`src/can_irq_pkg.sv`:
```
// package: register map, field layout and event carriers of the CAN interrupt source block
package can_irq_pkg;

	localparam int ADDR_W = 8;
	localparam int DATA_W = 32;

	// register byte offsets
	localparam logic [7:0] OFS_RX_CFG     = 8'h00;
	localparam logic [7:0] OFS_RX_TIMING  = 8'h04;
	localparam logic [7:0] OFS_RX_FLAGS   = 8'h08;
	localparam logic [7:0] OFS_GERR_EN    = 8'h0c;
	localparam logic [7:0] OFS_GERR_FLAGS = 8'h10;
	localparam logic [7:0] OFS_IRQ_STATUS = 8'h20;
	localparam logic [7:0] OFS_IRQ_MASK   = 8'h24;
	localparam logic [7:0] OFS_CH_BASE    = 8'h40;
	localparam logic [7:0] CH_STRIDE      = 8'h10;
	localparam logic [3:0] OFS_CH_EN      = 4'h0;
	localparam logic [3:0] OFS_CH_MODE    = 4'h4;
	localparam logic [3:0] OFS_CH_FLAGS   = 4'h8;

	// sizes
	localparam int MAX_RX_FIFO  = 8;
	localparam int TXBUF_PER_CH = 4;
	localparam int TXQ_PER_CH   = 2;
	localparam int TRX_PER_CH   = 2;
	localparam int LVL_W        = 8;
	localparam int TIMING_W     = 3;
	localparam int GERR_N       = 7;
	localparam int CH_W         = 16;
	localparam int MODE_W       = 5;
	localparam int IRQ_N        = 5;

	// rx config fields
	localparam int RX_EN_LSB   = 0;
	localparam int RX_FULL_LSB = 8;
	localparam int RX_MODE_LSB = 16;

	// global error bits, enable and flag share the layout
	localparam int GE_LEN       = 0;
	localparam int GE_FIFO_LOST = 1;
	localparam int GE_HIST_OVF  = 2;
	localparam int GE_PAYLOAD   = 3;
	localparam int GE_Q_OVW     = 4;
	localparam int GE_Q_LOST    = 5;
	localparam int GE_FIFO_OVW  = 6;
	localparam int GW_MODE_BIT  = 8;

	// channel enable and flag layout (flag bit 4 reads zero)
	localparam int CH_BUF_LSB   = 0;
	localparam int CH_ABORT_BIT = 4;
	localparam int CH_TXQ_LSB   = 5;
	localparam int CH_TXQF_LSB  = 7;
	localparam int CH_HIST_BIT  = 9;
	localparam int CH_TRX_LSB   = 10;
	localparam int CH_TRXF_LSB  = 12;
	localparam int CH_TRXRX_BIT = 14;
	localparam int CH_ERR_BIT   = 15;

	// channel mode layout: 1 = every message, 0 = on empty / level
	localparam int MD_TXQ_LSB  = 0;
	localparam int MD_HIST_BIT = 2;
	localparam int MD_TRX_LSB  = 3;

	// summary status bits
	localparam int IRQ_RXF   = 0;
	localparam int IRQ_GERR  = 1;
	localparam int IRQ_TX    = 2;
	localparam int IRQ_TRXRX = 3;
	localparam int IRQ_CHERR = 4;

	localparam logic [31:0] RST_ZERO = 32'h0;

	typedef struct packed {
		logic             stored;
		logic             full;
		logic [LVL_W-1:0] level;
	} rx_evt_type;

	typedef struct packed {
		logic len_check_err;
		logic fifo_lost;
		logic history_ovf;
		logic payload_ovf;
		logic queue_overwrite;
		logic queue_lost;
		logic fifo_overwrite;
	} gerr_evt_type;

	typedef struct packed {
		logic [TXBUF_PER_CH-1:0] buf_done;
		logic [TXBUF_PER_CH-1:0] buf_abort;
		logic [TXQ_PER_CH-1:0]   txq_empty;
		logic [TXQ_PER_CH-1:0]   txq_msg;
		logic [TXQ_PER_CH-1:0]   txq_frame;
		logic                    hist_store;
		logic [LVL_W-1:0]        hist_level;
		logic [TRX_PER_CH-1:0]   trx_empty;
		logic [TRX_PER_CH-1:0]   trx_msg;
		logic [TRX_PER_CH-1:0]   trx_frame;
		logic                    trx_rx;
		logic                    ch_err;
	} ch_evt_type;

endpackage

```
`src/can_irq_sources.sv`:
```
// can interrupt source flags, enables and the five request outputs
//
// Our own choices: the register offsets and the strobed register port.
`timescale 1ns/100ps
module can_irq_sources #(
	parameter int NUM_RX_FIFO = 8,
	parameter int NUM_CH      = 2,
	parameter int RX_DEPTH    = 16,
	parameter int HIST_DEPTH  = 32
) (
	input  wire logic                                   clk_sys,
	input  wire logic                                   rst_n,
	input  wire logic                                   ce,
	input  wire logic [can_irq_pkg::ADDR_W-1:0]         addr,
	input  wire logic [can_irq_pkg::DATA_W-1:0]         wdata,
	input  wire logic                                   wr,
	input  wire logic                                   rd,
	output      logic [can_irq_pkg::DATA_W-1:0]         rdata,
	input  wire can_irq_pkg::rx_evt_type [NUM_RX_FIFO-1:0] rx_evt,
	input  wire can_irq_pkg::gerr_evt_type              gerr_evt,
	input  wire can_irq_pkg::ch_evt_type [NUM_CH-1:0]   ch_evt,
	output      logic                                   irq_rx_fifo,
	output      logic                                   irq_global_err,
	output      logic [NUM_CH-1:0]                      irq_tx,
	output      logic [NUM_CH-1:0]                      irq_trx_rx,
	output      logic [NUM_CH-1:0]                      irq_ch_err,
	output      logic                                   irq
);

	localparam int HIST_3Q = (HIST_DEPTH * 3) / 4;

	logic [31:0]                              rx_cfg_r;
	logic [NUM_RX_FIFO*can_irq_pkg::TIMING_W-1:0] rx_timing_r;
	logic [NUM_RX_FIFO-1:0]                   rx_irq_flag_r;
	logic [NUM_RX_FIFO-1:0]                   rx_full_flag_r;
	logic [NUM_RX_FIFO-1:0]                   rx_full_d_r;
	logic [NUM_RX_FIFO-1:0]                   rx_irq_set;
	logic [NUM_RX_FIFO-1:0]                   rx_full_set;
	logic [8:0]                               gerr_en_r;
	logic [can_irq_pkg::GERR_N-1:0]           gerr_flag_r;
	logic [can_irq_pkg::GERR_N-1:0]           gerr_set;
	logic [can_irq_pkg::IRQ_N-1:0]            irq_status_r;
	logic [can_irq_pkg::IRQ_N-1:0]            irq_mask_r;
	logic [can_irq_pkg::IRQ_N-1:0]            cls_prev_r;
	logic [can_irq_pkg::IRQ_N-1:0]            cls;
	logic [can_irq_pkg::DATA_W-1:0]           rdata_r;
	logic [can_irq_pkg::DATA_W-1:0]           rdata_nxt;
	wire  [NUM_CH-1:0][can_irq_pkg::CH_W-1:0]   ch_en_w;
	wire  [NUM_CH-1:0][can_irq_pkg::MODE_W-1:0] ch_mode_w;
	wire  [NUM_CH-1:0][can_irq_pkg::CH_W-1:0]   ch_flag_w;
	logic                                     wr_go;
	logic                                     rd_go;

	assign wr_go = wr & ce;
	assign rd_go = rd & ce;

	// receive fifo sources
	always_ff @(posedge clk_sys or negedge rst_n)
	begin
		if (!rst_n)
		begin
			rx_cfg_r    <= can_irq_pkg::RST_ZERO;
			rx_timing_r <= '0;
		end
		else if (wr_go && addr == can_irq_pkg::OFS_RX_CFG)
			rx_cfg_r <= {8'h00, wdata[23:0]};
		else if (wr_go && addr == can_irq_pkg::OFS_RX_TIMING)
			rx_timing_r <= wdata[NUM_RX_FIFO*can_irq_pkg::TIMING_W-1:0];
	end

	genvar gi;
	generate
		for (gi = 0; gi < NUM_RX_FIFO; gi++)
		begin : g_rx
			logic [2:0] tsel;
			logic [9:0] thr;
			assign tsel = rx_timing_r[gi*can_irq_pkg::TIMING_W +: can_irq_pkg::TIMING_W];
			// threshold is (timing+1)/8 of the fifo depth
			assign thr = 10'((RX_DEPTH * (int'(tsel) + 1)) / 8);
			assign rx_irq_set[gi] = rx_evt[gi].stored &
				(rx_cfg_r[can_irq_pkg::RX_MODE_LSB+gi] | ({2'b00, rx_evt[gi].level} >= thr));
			assign rx_full_set[gi] = rx_evt[gi].full & ~rx_full_d_r[gi];
		end
	endgenerate

	always_ff @(posedge clk_sys or negedge rst_n)
	begin
		if (!rst_n)
		begin
			rx_irq_flag_r  <= '0;
			rx_full_flag_r <= '0;
			rx_full_d_r    <= '0;
		end
		else if (ce)
		begin
			// last full level per fifo, so a full flag sets only on the rising level
			rx_full_d_r <= rx_full_level();
			// set wins over a same-cycle write-one-to-clear
			rx_irq_flag_r  <= (rx_irq_flag_r & ~((wr_go && addr == can_irq_pkg::OFS_RX_FLAGS) ?
				wdata[NUM_RX_FIFO-1:0] : '0)) | rx_irq_set;
			rx_full_flag_r <= (rx_full_flag_r & ~((wr_go && addr == can_irq_pkg::OFS_RX_FLAGS) ?
				wdata[can_irq_pkg::RX_FULL_LSB +: NUM_RX_FIFO] : '0)) | rx_full_set;
		end
	end

	function automatic logic [NUM_RX_FIFO-1:0] rx_full_level();
		logic [NUM_RX_FIFO-1:0] v;
		v = '0;
		for (int i = 0; i < NUM_RX_FIFO; i++)
			v[i] = rx_evt[i].full;
		return v;
	endfunction

	assign irq_rx_fifo = |(rx_irq_flag_r & rx_cfg_r[can_irq_pkg::RX_EN_LSB +: NUM_RX_FIFO]) |
		|(rx_full_flag_r & rx_cfg_r[can_irq_pkg::RX_FULL_LSB +: NUM_RX_FIFO]);

	// global error sources
	always_ff @(posedge clk_sys or negedge rst_n)
	begin
		if (!rst_n)
			gerr_en_r <= '0;
		else if (wr_go && addr == can_irq_pkg::OFS_GERR_EN)
			gerr_en_r <= wdata[8:0];
	end

	// overwrite in the trx fifo only counts while gateway mode is on
	assign gerr_set = {gerr_evt.fifo_overwrite & gerr_en_r[can_irq_pkg::GW_MODE_BIT],
		gerr_evt.queue_lost, gerr_evt.queue_overwrite, gerr_evt.payload_ovf,
		gerr_evt.history_ovf, gerr_evt.fifo_lost, gerr_evt.len_check_err};

	always_ff @(posedge clk_sys or negedge rst_n)
	begin
		if (!rst_n)
			gerr_flag_r <= '0;
		else if (ce)
			gerr_flag_r <= (gerr_flag_r & ~((wr_go && addr == can_irq_pkg::OFS_GERR_FLAGS) ?
				wdata[can_irq_pkg::GERR_N-1:0] : '0)) | gerr_set;
	end

	assign irq_global_err = |(gerr_flag_r & gerr_en_r[can_irq_pkg::GERR_N-1:0]);

	// channel sources
	genvar gc;
	generate
		for (gc = 0; gc < NUM_CH; gc++)
		begin : g_ch
			localparam logic [7:0] CB = 8'(can_irq_pkg::OFS_CH_BASE + gc * can_irq_pkg::CH_STRIDE);
			logic                               sel;
			logic [can_irq_pkg::CH_W-1:0]       en_r;
			logic [can_irq_pkg::MODE_W-1:0]     mode_r;
			logic [can_irq_pkg::CH_W-1:0]       flag_r;
			logic [can_irq_pkg::CH_W-1:0]       set;
			logic [can_irq_pkg::CH_W-1:0]       clr;
			logic [can_irq_pkg::TXBUF_PER_CH-1:0] abort_cause_r;
			logic [can_irq_pkg::TXBUF_PER_CH-1:0] done_cause_r;
			logic [can_irq_pkg::TXBUF_PER_CH-1:0] buf_clr;
			can_irq_pkg::ch_evt_type            ev;

			assign ev  = ch_evt[gc];
			assign sel = addr[7:4] == CB[7:4];
			assign clr = (wr_go && sel && addr[3:0] == can_irq_pkg::OFS_CH_FLAGS) ? wdata[15:0] : '0;
			assign buf_clr = clr[can_irq_pkg::CH_BUF_LSB +: can_irq_pkg::TXBUF_PER_CH];

			always_ff @(posedge clk_sys or negedge rst_n)
			begin
				if (!rst_n)
				begin
					en_r   <= '0;
					mode_r <= '0;
				end
				else if (wr_go && sel && addr[3:0] == can_irq_pkg::OFS_CH_EN)
					en_r <= wdata[15:0];
				else if (wr_go && sel && addr[3:0] == can_irq_pkg::OFS_CH_MODE)
					mode_r <= wdata[can_irq_pkg::MODE_W-1:0];
			end

			always_comb
			begin
				set = '0;
				set[can_irq_pkg::CH_BUF_LSB +: 4] = ev.buf_done | ev.buf_abort;
				set[can_irq_pkg::CH_TXQ_LSB +: 2] = ev.txq_msg & mode_r[can_irq_pkg::MD_TXQ_LSB +: 2] |
					ev.txq_empty & ~mode_r[can_irq_pkg::MD_TXQ_LSB +: 2];
				set[can_irq_pkg::CH_TXQF_LSB +: 2] = ev.txq_frame;
				set[can_irq_pkg::CH_HIST_BIT] = ev.hist_store &
					(mode_r[can_irq_pkg::MD_HIST_BIT] | (int'(ev.hist_level) >= HIST_3Q));
				set[can_irq_pkg::CH_TRX_LSB +: 2] = ev.trx_msg & mode_r[can_irq_pkg::MD_TRX_LSB +: 2] |
					ev.trx_empty & ~mode_r[can_irq_pkg::MD_TRX_LSB +: 2];
				set[can_irq_pkg::CH_TRXF_LSB +: 2] = ev.trx_frame;
				set[can_irq_pkg::CH_TRXRX_BIT] = ev.trx_rx;
				set[can_irq_pkg::CH_ERR_BIT]   = ev.ch_err;
			end

			always_ff @(posedge clk_sys or negedge rst_n)
			begin
				if (!rst_n)
					flag_r <= '0;
				else if (ce)
					flag_r <= ((flag_r & ~clr) | set) & ~(16'h0001 << can_irq_pkg::CH_ABORT_BIT);
			end

			// remember why a result flag is up so each cause is gated by its own enable
			always_ff @(posedge clk_sys or negedge rst_n)
			begin
				if (!rst_n)
				begin
					done_cause_r  <= '0;
					abort_cause_r <= '0;
				end
				else if (ce)
				begin
					done_cause_r  <= (done_cause_r & ~buf_clr) | ev.buf_done;
					abort_cause_r <= (abort_cause_r & ~buf_clr) | ev.buf_abort;
				end
			end

			assign irq_tx[gc] =
				|(flag_r[3:0] & done_cause_r & en_r[can_irq_pkg::CH_BUF_LSB +: 4]) |
				|(flag_r[3:0] & abort_cause_r & {4{en_r[can_irq_pkg::CH_ABORT_BIT]}}) |
				|(flag_r[13:5] & en_r[13:5]);
			assign irq_trx_rx[gc] = flag_r[can_irq_pkg::CH_TRXRX_BIT] & en_r[can_irq_pkg::CH_TRXRX_BIT];
			assign irq_ch_err[gc] = flag_r[can_irq_pkg::CH_ERR_BIT] & en_r[can_irq_pkg::CH_ERR_BIT];

			assign ch_en_w[gc]   = en_r;
			assign ch_mode_w[gc] = mode_r;
			assign ch_flag_w[gc] = flag_r;
		end
	endgenerate

	// summary status: rising request of any class is latched
	assign cls = {|irq_ch_err, |irq_trx_rx, |irq_tx, irq_global_err, irq_rx_fifo};

	always_ff @(posedge clk_sys or negedge rst_n)
	begin
		if (!rst_n)
		begin
			cls_prev_r   <= '0;
			irq_status_r <= '0;
		end
		else if (ce)
		begin
			cls_prev_r   <= cls;
			irq_status_r <= (irq_status_r & ~((wr_go && addr == can_irq_pkg::OFS_IRQ_STATUS) ?
				wdata[can_irq_pkg::IRQ_N-1:0] : '0)) | (cls & ~cls_prev_r);
		end
	end

	always_ff @(posedge clk_sys or negedge rst_n)
	begin
		if (!rst_n)
			irq_mask_r <= '0;
		else if (wr_go && addr == can_irq_pkg::OFS_IRQ_MASK)
			irq_mask_r <= wdata[can_irq_pkg::IRQ_N-1:0];
	end

	assign irq = |(irq_status_r & irq_mask_r);

	// read port, data valid only in the cycle after the strobe
	always_comb
	begin
		rdata_nxt = '0;
		case (addr)
			can_irq_pkg::OFS_RX_CFG:     rdata_nxt = rx_cfg_r;
			can_irq_pkg::OFS_RX_TIMING:  rdata_nxt[NUM_RX_FIFO*3-1:0] = rx_timing_r;
			can_irq_pkg::OFS_RX_FLAGS:   rdata_nxt = 32'({rx_full_flag_r, 8'h00} | 16'(rx_irq_flag_r));
			can_irq_pkg::OFS_GERR_EN:    rdata_nxt[8:0] = gerr_en_r;
			can_irq_pkg::OFS_GERR_FLAGS: rdata_nxt[can_irq_pkg::GERR_N-1:0] = gerr_flag_r;
			can_irq_pkg::OFS_IRQ_STATUS: rdata_nxt[can_irq_pkg::IRQ_N-1:0] = irq_status_r;
			can_irq_pkg::OFS_IRQ_MASK:   rdata_nxt[can_irq_pkg::IRQ_N-1:0] = irq_mask_r;
			default:
			begin
				for (int c = 0; c < NUM_CH; c++)
				begin
					if (addr[7:4] == 4'(c + 4))
					begin
						if (addr[3:0] == can_irq_pkg::OFS_CH_EN)
							rdata_nxt[15:0] = ch_en_w[c];
						else if (addr[3:0] == can_irq_pkg::OFS_CH_MODE)
							rdata_nxt[can_irq_pkg::MODE_W-1:0] = ch_mode_w[c];
						else if (addr[3:0] == can_irq_pkg::OFS_CH_FLAGS)
							rdata_nxt[15:0] = ch_flag_w[c];
					end
				end
			end
		endcase
	end

	always_ff @(posedge clk_sys or negedge rst_n)
	begin
		if (!rst_n)
			rdata_r <= '0;
		else if (ce)
			rdata_r <= rd_go ? rdata_nxt : '0;
	end

	assign rdata = rdata_r;
endmodule

```
`config.mk`:
```
export PLATFORM = sky130hd
export DESIGN_NAME = can_irq_sources
export DESIGN_NICKNAME = d
export VERILOG_FILES = /design/src/can_irq_pkg.sv /design/src/can_irq_sources.sv
export SDC_FILE = /design/constraint.sdc
export NUM_CORES = 1
export LEC_CHECK = 0
export BUFFER_PORTS_ARGS = -buffer_cell sky130_fd_sc_hd__buf_4
export CORE_UTILIZATION = 50
export DETAILED_ROUTE_END_ITERATION = 16
export PLACE_DENSITY = 0.76
export SLEW_MARGIN = 5
export SYNTH_ARGS = -nofsm -noshare
export SYNTH_HDL_FRONTEND = slang
export SYNTH_SLANG_ARGS = --single-unit
export TNS_END_PERCENT = 20
```
`constraint.sdc`:
```
create_clock -name clk_sys -period 1.9 [get_ports clk_sys]
set_clock_uncertainty 0.15 [all_clocks]
set_input_delay 0.475 -clock clk_sys [delete_from_list [all_inputs] [get_ports clk_sys]]
set_output_delay 0.475 -clock clk_sys [all_outputs]
set_load 0.05 [all_outputs]
```
==> qor.json, run 1 <==
{
  "run_status": {"value": "finished with violations"},
  "failed_checks": {"value": "negative setup slack"},
  "timing.hold.worst.start": {"value": "wdata[22]"},
  "synthToLayoutAreaGrowth": {"value": 37.0, "unit": "%"},
  "timing.critical_path.slowest_stage_cell": {"value": "a222oi_1"},
  "gr-usage-all-layers": {"value": 32.0, "unit": "%"},
  "nets": {"value": 1639},
  "ir_worst_vdd": {"value": 0.532, "unit": "mV"},
  "fillerInstances": {"value": 1618},
  "grt_first_pass_wirelength": {"value": 55800, "unit": "um"},
  "start_util": {"value": 51.2, "unit": "%"},
  "dominantRegCellSynth": {"value": "dfrtp_1"},
  "critPathMaxFanout": {"value": 2},
  "syn_area": {"value": 11200, "unit": "sq um"},
  "drc_errors": {"value": 0},
  "synthArstFlopShare": {"value": 100, "unit": "%"},
  "max-cap-violations": {"value": 0},
  "floorplan.io_pins": {"value": 235},
  "relSlewSlack": {"value": 63.6, "unit": "%"},
  "drv_slew": {"value": 0},
  "cts_inserted_buffers": {"value": 24},
  "worstSetupEndpointType": {"value": "output port"},
  "cp_cell_sequence": {"value": "a222oi_1, buf_4, nand4_1, buf_6"},
  "detailedRoute.firstPassIterationCount": {"value": 8},
  "utilization": {"value": 70.1, "unit": "%"},
  "reg2reg_from": {"value": "rx_timing_r[22]"},
  "rsz0062_at_grt": {"value": "true"},
  "die_w": {"value": 152, "unit": "um"},
  "post_synth_main_area_contributors": {"value": "dfrtp_1 48%, mux2_2 10%, ha_1 4.5%"},
  "grt_overflow_total": {"value": 0},
  "cts-root-to-sink-buffers": {"value": 3},
  "rr_endpoint": {"value": "rx_irq_flag_r[7]"},
  "crit_type": {"value": "flip-flop to output port"},
  "clk_pin_slew_worst_paths": {"value": 0.06, "unit": "ns"},
  "synth_top_area_cell": {"value": "dfrtp_1"},
  "most_common_cell_in_the_synthesized_netlist": {"value": "dfrtp_1"},
  "worst_hold_slack_after_final_layout": {"value": 0.0203, "unit": "ns"},
  "final_hpwl_dp": {"value": 26900, "unit": "um"},
  "total_leakage_power": {"value": 7.32, "unit": "nW"},
  "hold_path_depth": {"value": 2},
  "layout_min_cycle_time": {"value": 2.64, "unit": "ns"},
  "grt_antenna_before_repair": {"value": 1},
  "holdCritPathClass": {"value": "primary input to flip-flop"},
  "worst_slew_pin_slew": {"value": 0.546, "unit": "ns"},
  "placement.io_buffers": {"value": 212},
  "number_of_cells_produced_by_synthesis": {"value": 1047},
  "std_cell_rows": {"value": 54},
  "first_global_vias": {"value": 10300},
  "hold_viol": {"value": 0},
  "synth.yosys.seq_area_share": {"value": 48.0, "unit": "%"},
  "fmaxAchievable": {"value": 378, "unit": "MHz"},
  "setup_total_negative_slack": {"value": -4.17, "unit": "ns"},
  "cts_tree": {"value": "done"},
  "power_density": {"value": 738, "unit": "nW/um^2"},
  "yosys.cell_types.count": {"value": 54},
  "fin_total_pwr": {"value": 11.3, "unit": "mW"},
  "area_share_of_the_largest_cell_type_after_synthesis": {"value": 48.0, "unit": "%"},
  "timing.critical_path.required": {"value": 1.27, "unit": "ns"},
  "timing.reg2reg.setup_slack": {"value": -0.18, "unit": "ns"},
  "routed-via-count": {"value": 10100},
  "wl_per_cell": {"value": 21.3, "unit": "um"},
  "yosysWarnings": {"value": 0},
  "die_h": {"value": 152, "unit": "um"},
  "cp_data_arrival_time": {"value": 2.02, "unit": "ns"},
  "worst_skew_pair.late_latency": {"value": 0.52, "unit": "ns"},
  "synth-seq-cells": {"value": 215},
  "clockRootBuffer": {"value": "clkbuf_16"},
  "crit_path_max_incr_delay": {"value": 0.54, "unit": "ns"},
  "critical_path.startpoint_type": {"value": "flip-flop"},
  "floorplan.core_area": {"value": 21900, "unit": "sq um"},
  "design.die.area": {"value": 23000, "unit": "sq um"},
  "grt_max_degree": {"value": 49},
  "gp_congestion": {"value": 0.961},
  "drt_wl_total": {"value": 36400, "unit": "um"},
  "drive_above_1_share": {"value": 39.9, "unit": "%"},
  "htree_num_levels": {"value": 1},
  "synth_enable_flop_cells": {"value": 0},
  "final_critical_path_setup_slack": {"value": -0.742, "unit": "ns"},
  "synth.cells.most_frequent": {"value": "215 x dfrtp_1, 114 x nand2_1, 100 x mux2_2"},
  "min_to": {"value": "rx_cfg_r[22]"},
  "vias_per_cell": {"value": 5.94},
  "final.period_utilization": {"value": 139, "unit": "%"},
  "r2r.worst_path.cells": {"value": 8},
  "cts_sinks": {"value": 215},
  "detail_route.iter0.violations": {"value": 795},
  "postRouteAntennaNets": {"value": 0},
  "finalSetupViolations": {"value": 15},
  "syn_avg_cell_area": {"value": 10.7, "unit": "sq um"}
}
## cell type report
type	count	area [sq um]	share of cell area, %
inverters	61	231	1.51
multi-input cells	710	5420	35.3
diodes	1	2.50	0.0163
clock inverters	10	136	0.888
well taps	280	350	2.28
clock buffers	34	698	4.55
repair buffers	393	3130	20.4
flip-flops and latches	215	5380	35.0
## worst max path at each step
stage                     cells after the start           end              start  slack, ns
final                                         4     irq_tx[0]  g_ch[0].flag_r[9]      -0.74
after global routing                          4     irq_tx[0]  g_ch[0].flag_r[9]      -0.83
after CTS                                     4     irq_tx[0]  g_ch[0].flag_r[9]      -0.71
after detailed placement                      7      rdata[7]            addr[7]      -0.42
after global placement                        7      rdata[0]            addr[0]      -0.39
after floorplan                               6  rx_cfg_r[14]            addr[4]      -0.23
## per-layer routing
layer / GRT usage, % / up-vias / wire length, um
met5: 0 / - / 0
met4: 12.4 / 0 / 1340
met3: 5.24 / 94 / 2810
met2: 51.6 / 483 / 17300
li1: - / 4546 / -
met1: 43.1 / 5005 / 14900
## stage by stage
stage	std cells	setup slack, ns	instance area [sq um]
global route	1704	-0.828	15400
floorplan	1054	-0.227	11400
global placement	1653	-0.388	14400
finish	1704	-0.742	15400
detailed placement	1653	-0.419	14400
CTS	1700	-0.711	15300
## registers in the layout, indices dropped and copies added, names as in the netlist
name                flops
g_ch.done_cause_r       8
rdata                  24
rx_full_flag_r          8
g_ch.flag_r            30
cls_prev_r              5
gerr_en_r               9
g_ch.en_r              32
irq_status_r            5
irq_mask_r              5
gerr_flag_r             7
g_ch.abort_cause_r      8
rx_full_d_r             8
rx_timing_r            24
rx_irq_flag_r           8
rx_cfg_r               24
g_ch.mode_r            10
## power by group
| group | internal [mW] | leakage (nW) | switching [mW] |
|---|---|---|---|
| logic | 0.747 | 4.31 | 0.855 |
| registers | 4.72 | 2.60 | 0.121 |
| clock network | 2.97 | 0.416 | 1.92 |
| total | 8.43 | 7.32 | 2.90 |
## critical path, delay by kind of cell, from the launching register on
family	cells	cell delay (ns)
DFF	1	0.41
AOI/OAI and AO/OA	1	0.54
and+or+nand+nor	1	0.13
buffers and inverters	2	0.40
## logic make-up after synthesis
family                   count (synthesis)  share of synthesized area (%)
other                                    1                         0.0335
adder cells (fa/ha/maj)                 40                           4.47
AO/OA/AOI/OAI                          279                           18.0
flip-flops                             215                           48.0
AND/OR/NAND/NOR                        241                           10.3
buffers and inverters                  129                           5.17
XOR/XNOR                                 8                          0.625
multiplexers                           134                           13.3
## timing repair
| item | 4_1_cts | 5_1_grt |
|---|---|---|
| cloned | 0 | 0 |
| pin swaps | 22 | 9 |
| hold endpoints to repair | 33 | 0 |
| endpoints found under the setup margin | 20 | 23 |
| setup buffers | 2 | 3 |
| hold buffers | 1 | 0 |
| gates resized for setup | 24 | 10 |
## placed cells by master (no fill, tap or decap), types with 9 or more instances in the layout
master / n
inv_1: 60
buf_12: 11
nand2b_1: 12
buf_6: 10
mux2_4: 11
mux2_1: 11
a21oi_1: 21
mux2_2: 90
o21ai_0: 53
buf_4: 370
clkbuf_16: 24
ha_1: 39
o22ai_1: 27
dfrtp_1: 215
a22o_1: 54
mux2i_1: 21
a32o_1: 15
nand3_1: 27
nand2_1: 114
a22oi_1: 46
nor2_1: 35
nor3_1: 9
Note: power is estimated with default switching activity, not from simulation.
==> run 2: changes to the inputs <==
==> constraint.sdc (replaced) <==
create_clock -name clk_sys -period 1.9 [get_ports clk_sys]
set_clock_uncertainty 0.15 [all_clocks]
set_input_delay 0.38 -clock clk_sys [delete_from_list [all_inputs] [get_ports clk_sys]]
set_output_delay 0.38 -clock clk_sys [all_outputs]
set_load 0.05 [all_outputs]
==> qor.json, run 2 (synthesis results as in run 1) <==
{
  "run_status": {"value": "finished with violations", "change": "unchanged"},
  "failed_checks": {"value": "negative setup slack", "change": "unchanged"},
  "holdCritPathClass": {"value": "primary input to flip-flop", "change": "unchanged"},
  "fillerInstances": {"value": 1537, "change": "was 1618"},
  "finalSetupViolations": {"value": 15, "change": "unchanged"},
  "final_critical_path_setup_slack": {"value": -0.609, "unit": "ns", "change": "was -0.742 ns"},
  "layout_min_cycle_time": {"value": 2.51, "unit": "ns", "change": "was 2.64 ns"},
  "crit_family": {"value": "compound AO/OA/AOI/OAI gates", "change": "unchanged"},
  "routed-via-count": {"value": 10400, "change": "was 10100"},
  "ir_worst_vdd": {"value": 0.534, "unit": "mV", "change": "was 0.532 mV"},
  "worstSetupEndpointType": {"value": "output port", "change": "unchanged"},
  "drc_errors": {"value": 0, "change": "unchanged"},
  "worst_setup_path_startpoint": {"value": "g_ch[1].done_cause_r[3]", "change": "was g_ch[0].flag_r[9]"},
  "detailedRoute.firstPassIterationCount": {"value": 6, "change": "was 8"},
  "grt_max_degree": {"value": 96, "change": "was 49"},
  "std_cell_rows": {"value": 54, "change": "unchanged"},
  "start_util": {"value": 51.2, "unit": "%", "change": "unchanged"},
  "final_hpwl_dp": {"value": 26200, "unit": "um", "change": "was 26900 um"},
  "detailed_routing_wirelength_on_met1": {"value": 15100, "unit": "um", "change": "was 14900 um"},
  "clockRootBuffer": {"value": "clkbuf_16", "change": "unchanged"},
  "cts-root-to-sink-buffers": {"value": 3, "change": "unchanged"},
  "crit_type": {"value": "flip-flop to output port", "change": "unchanged"},
  "gp_congestion": {"value": 0.960, "change": "was 0.961"},
  "gr-usage-all-layers": {"value": 32.4, "unit": "%", "change": "was 32.0%"},
  "vias_per_cell": {"value": 5.94, "change": "about the same"},
  "timing.critical_path.required": {"value": 1.37, "unit": "ns", "change": "was 1.27 ns"},
  "cp_cell_sequence": {"value": "a22o_1, a222oi_1, nand4_1, buf_6", "change": "was a222oi_1, buf_4, nand4_1, buf_6"},
  "clk_pin_slew_worst_paths": {"value": 0.06, "unit": "ns", "change": "about the same"},
  "grt_first_pass_wirelength": {"value": 56700, "unit": "um", "change": "was 55800 um"},
  "design.die.area": {"value": 23000, "unit": "sq um", "change": "unchanged"},
  "power_density": {"value": 708, "unit": "nW/um^2", "change": "was 738 nW/um^2"},
  "most-common-layout-cells": {"value": "354 x buf_4, 215 x dfrtp_1, 114 x nand2_1", "change": "was 370 x buf_4, 215 x dfrtp_1, 114 x nand2_1"},
  "crit_path_max_incr_delay": {"value": 0.39, "unit": "ns", "change": "was 0.54 ns"},
  "die_w": {"value": 152, "unit": "um", "change": "unchanged"},
  "cp_data_arrival_time": {"value": 1.98, "unit": "ns", "change": "was 2.02 ns"},
  "cts_tree": {"value": "done", "change": "unchanged"},
  "mostFrequentLayoutCell": {"value": "buf_4", "change": "unchanged"},
  "detail_route.iter0.violations": {"value": 819, "change": "was 795"},
  "setup_total_negative_slack": {"value": -3.56, "unit": "ns", "change": "was -4.17 ns"},
  "htree_num_levels": {"value": 1, "change": "unchanged"},
  "hold_viol": {"value": 0, "change": "unchanged"},
  "cts_sinks": {"value": 215, "change": "unchanged"},
  "wl_per_cell": {"value": 21.0, "unit": "um", "change": "was 21.3 um"},
  "final.period_utilization": {"value": 132, "unit": "%", "change": "was 139%"},
  "rsz0062_at_grt": {"value": "true", "change": "unchanged"},
  "floorplan.core_area": {"value": 21900, "unit": "sq um", "change": "unchanged"},
  "first_global_vias": {"value": 10400, "change": "was 10300"},
  "timing.critical_path.slowest_stage_cell": {"value": "dfrtp_1", "change": "was a222oi_1"},
  "drv_slew": {"value": 0, "change": "unchanged"},
  "r2r.worst_path.cells": {"value": 8, "change": "unchanged"},
  "grt_overflow_total": {"value": 0, "change": "unchanged"},
  "timing.hold.worst.start": {"value": "rd", "change": "was wdata[22]"},
  "hold_path_depth": {"value": 3, "change": "was 2"},
  "reg2reg_from": {"value": "rx_timing_r[16]", "change": "was rx_timing_r[22]"},
  "critical_path.startpoint_type": {"value": "flip-flop", "change": "unchanged"},
  "top_layer": {"value": "met5", "change": "was met4"},
  "top_register": {"value": "g_ch.en_r", "change": "unchanged"},
  "drt_wl_total": {"value": 36700, "unit": "um", "change": "was 36400 um"},
  "synthToLayoutAreaGrowth": {"value": 41.1, "unit": "%", "change": "was 37.0%"},
  "met2RoutedLength": {"value": 17300, "unit": "um", "change": "about the same"},
  "crit_buf_inv": {"value": 1, "change": "was 2"},
  "cts_inserted_buffers": {"value": 24, "change": "unchanged"},
  "largest_reg_flops": {"value": 32, "change": "unchanged"},
  "nets": {"value": 1685, "change": "was 1639"},
  "drive_above_1_share": {"value": 38.2, "unit": "%", "change": "was 39.9%"},
  "top_regs": {"value": "g_ch.en_r: 32 flops, g_ch.flag_r: 30 flops", "change": "unchanged"},
  "grt_antenna_before_repair": {"value": 3, "change": "was 1"},
  "critPathMaxFanout": {"value": 2, "change": "unchanged"},
  "min_to": {"value": "rdata[0]", "change": "was rx_cfg_r[22]"},
  "worst_skew_pair.late_latency": {"value": 0.54, "unit": "ns", "change": "was 0.52 ns"},
  "max-cap-violations": {"value": 0, "change": "unchanged"},
  "fmaxAchievable": {"value": 399, "unit": "MHz", "change": "was 378 MHz"},
  "floorplan.io_pins": {"value": 235, "change": "unchanged"},
  "postRouteAntennaNets": {"value": 0, "change": "unchanged"},
  "die_h": {"value": 152, "unit": "um", "change": "unchanged"},
  "rr_endpoint": {"value": "rx_irq_flag_r[5]", "change": "was rx_irq_flag_r[7]"},
  "fin_total_pwr": {"value": 11.2, "unit": "mW", "change": "was 11.3 mW"},
  "total_leakage_power": {"value": 7.48, "unit": "nW", "change": "was 7.32 nW"},
  "placement.io_buffers": {"value": 212, "change": "unchanged"},
  "timing.reg2reg.setup_slack": {"value": -0.21, "unit": "ns", "change": "was -0.18 ns"},
  "detailroute.wirelength.met3": {"value": 2970, "unit": "um", "change": "was 2810 um"}
}
[run 2: cell types whose count changed in the layout (fill, tap and decap cells not counted), sizes merged]
cell | previous run | this run
buf | 391 | 374
bufinv | 3 | 1
clkbuf | 35 | 36
clkinv | 7 | 6
diode | 1 | 2
dlygate4sd3 | 1 | 64
[run 2: final cells by class]
type,count,area (sq um),area share (%)
clock buffer,35,712,4.50
timing repair buffer,439,3660,23.1
clock inverter,7,71.3,0.451
multi-input combinational,710,5410,34.2
antenna,2,5.00,0.0316
tap,280,350,2.22
inverter,61,229,1.45
sequential,215,5380,34.0
[run 2: worst max path at each step]
stage	depth (start not counted)	slack, ns	end
final	4	-0.61	irq_tx[1]
after global routing	4	-0.68	irq_tx[1]
after CTS	6	-0.54	irq_rx_fifo
after detailed placement	7	-0.34	rdata[7]
after global placement	6	-0.38	rx_timing_r[18]
after floorplan	5	-0.17	cls_prev_r[2]
[run 2: worst reg2reg max path, stage by stage, from the launching register on]
cell      delay, ns
dfrtp_1        0.39
ha_1           0.30
inv_1          0.05
ha_1           0.26
a21boi_0       0.14
o21a_1         0.20
o21ai_1        0.13
nand3_1        0.12
a32o_1         0.27
[run 2: power by group]
part	total [mW]	internal (mW)	leakage, nW	switching, mW
Clock	4.65	2.72	0.391	1.92
Combinational	1.71	0.829	4.49	0.883
Sequential	4.84	4.72	2.60	0.122
Total	11.2	8.27	7.48	2.93
[run 2: per-stage QoR]
| step | utilization, % | instances | cell area (sq um) | hold slack [ns] | worst slack (ns) |
|---|---|---|---|---|---|
| 6_report | 72.2 | 1749 | 15800 | 0.00993 | -0.609 |
| 3_5_place_dp | 65.1 | 1636 | 14300 | 0.202 | -0.341 |
| 2_1_floorplan | - | 1054 | 11300 | -0.0656 | -0.175 |
| 3_3_place_gp | 65.1 | 1636 | 14300 | 0.206 | -0.376 |
| 4_1_cts | 72.0 | 1745 | 15800 | 0.00148 | -0.535 |
| 5_1_grt | 72.2 | 1749 | 15800 | 0.0157 | -0.678 |
[run 2: timing repair]
action / 4_1_cts / 5_1_grt
hold buffers: 64 / 0
endpoints found under the setup margin: 16 / 17
gates cloned: 0 / 0
buffers inserted: 3 / 2
resized for setup: 23 / 9
pin swaps: 26 / 7
hold endpoints to repair: 150 / 0
[run 2: metal layers]
metal,up-vias,GRT usage (%)
li1,4639,-
met1,5162,44.4
met2,482,51.9
met4,2,12.1
met3,104,5.03
met5,-,0
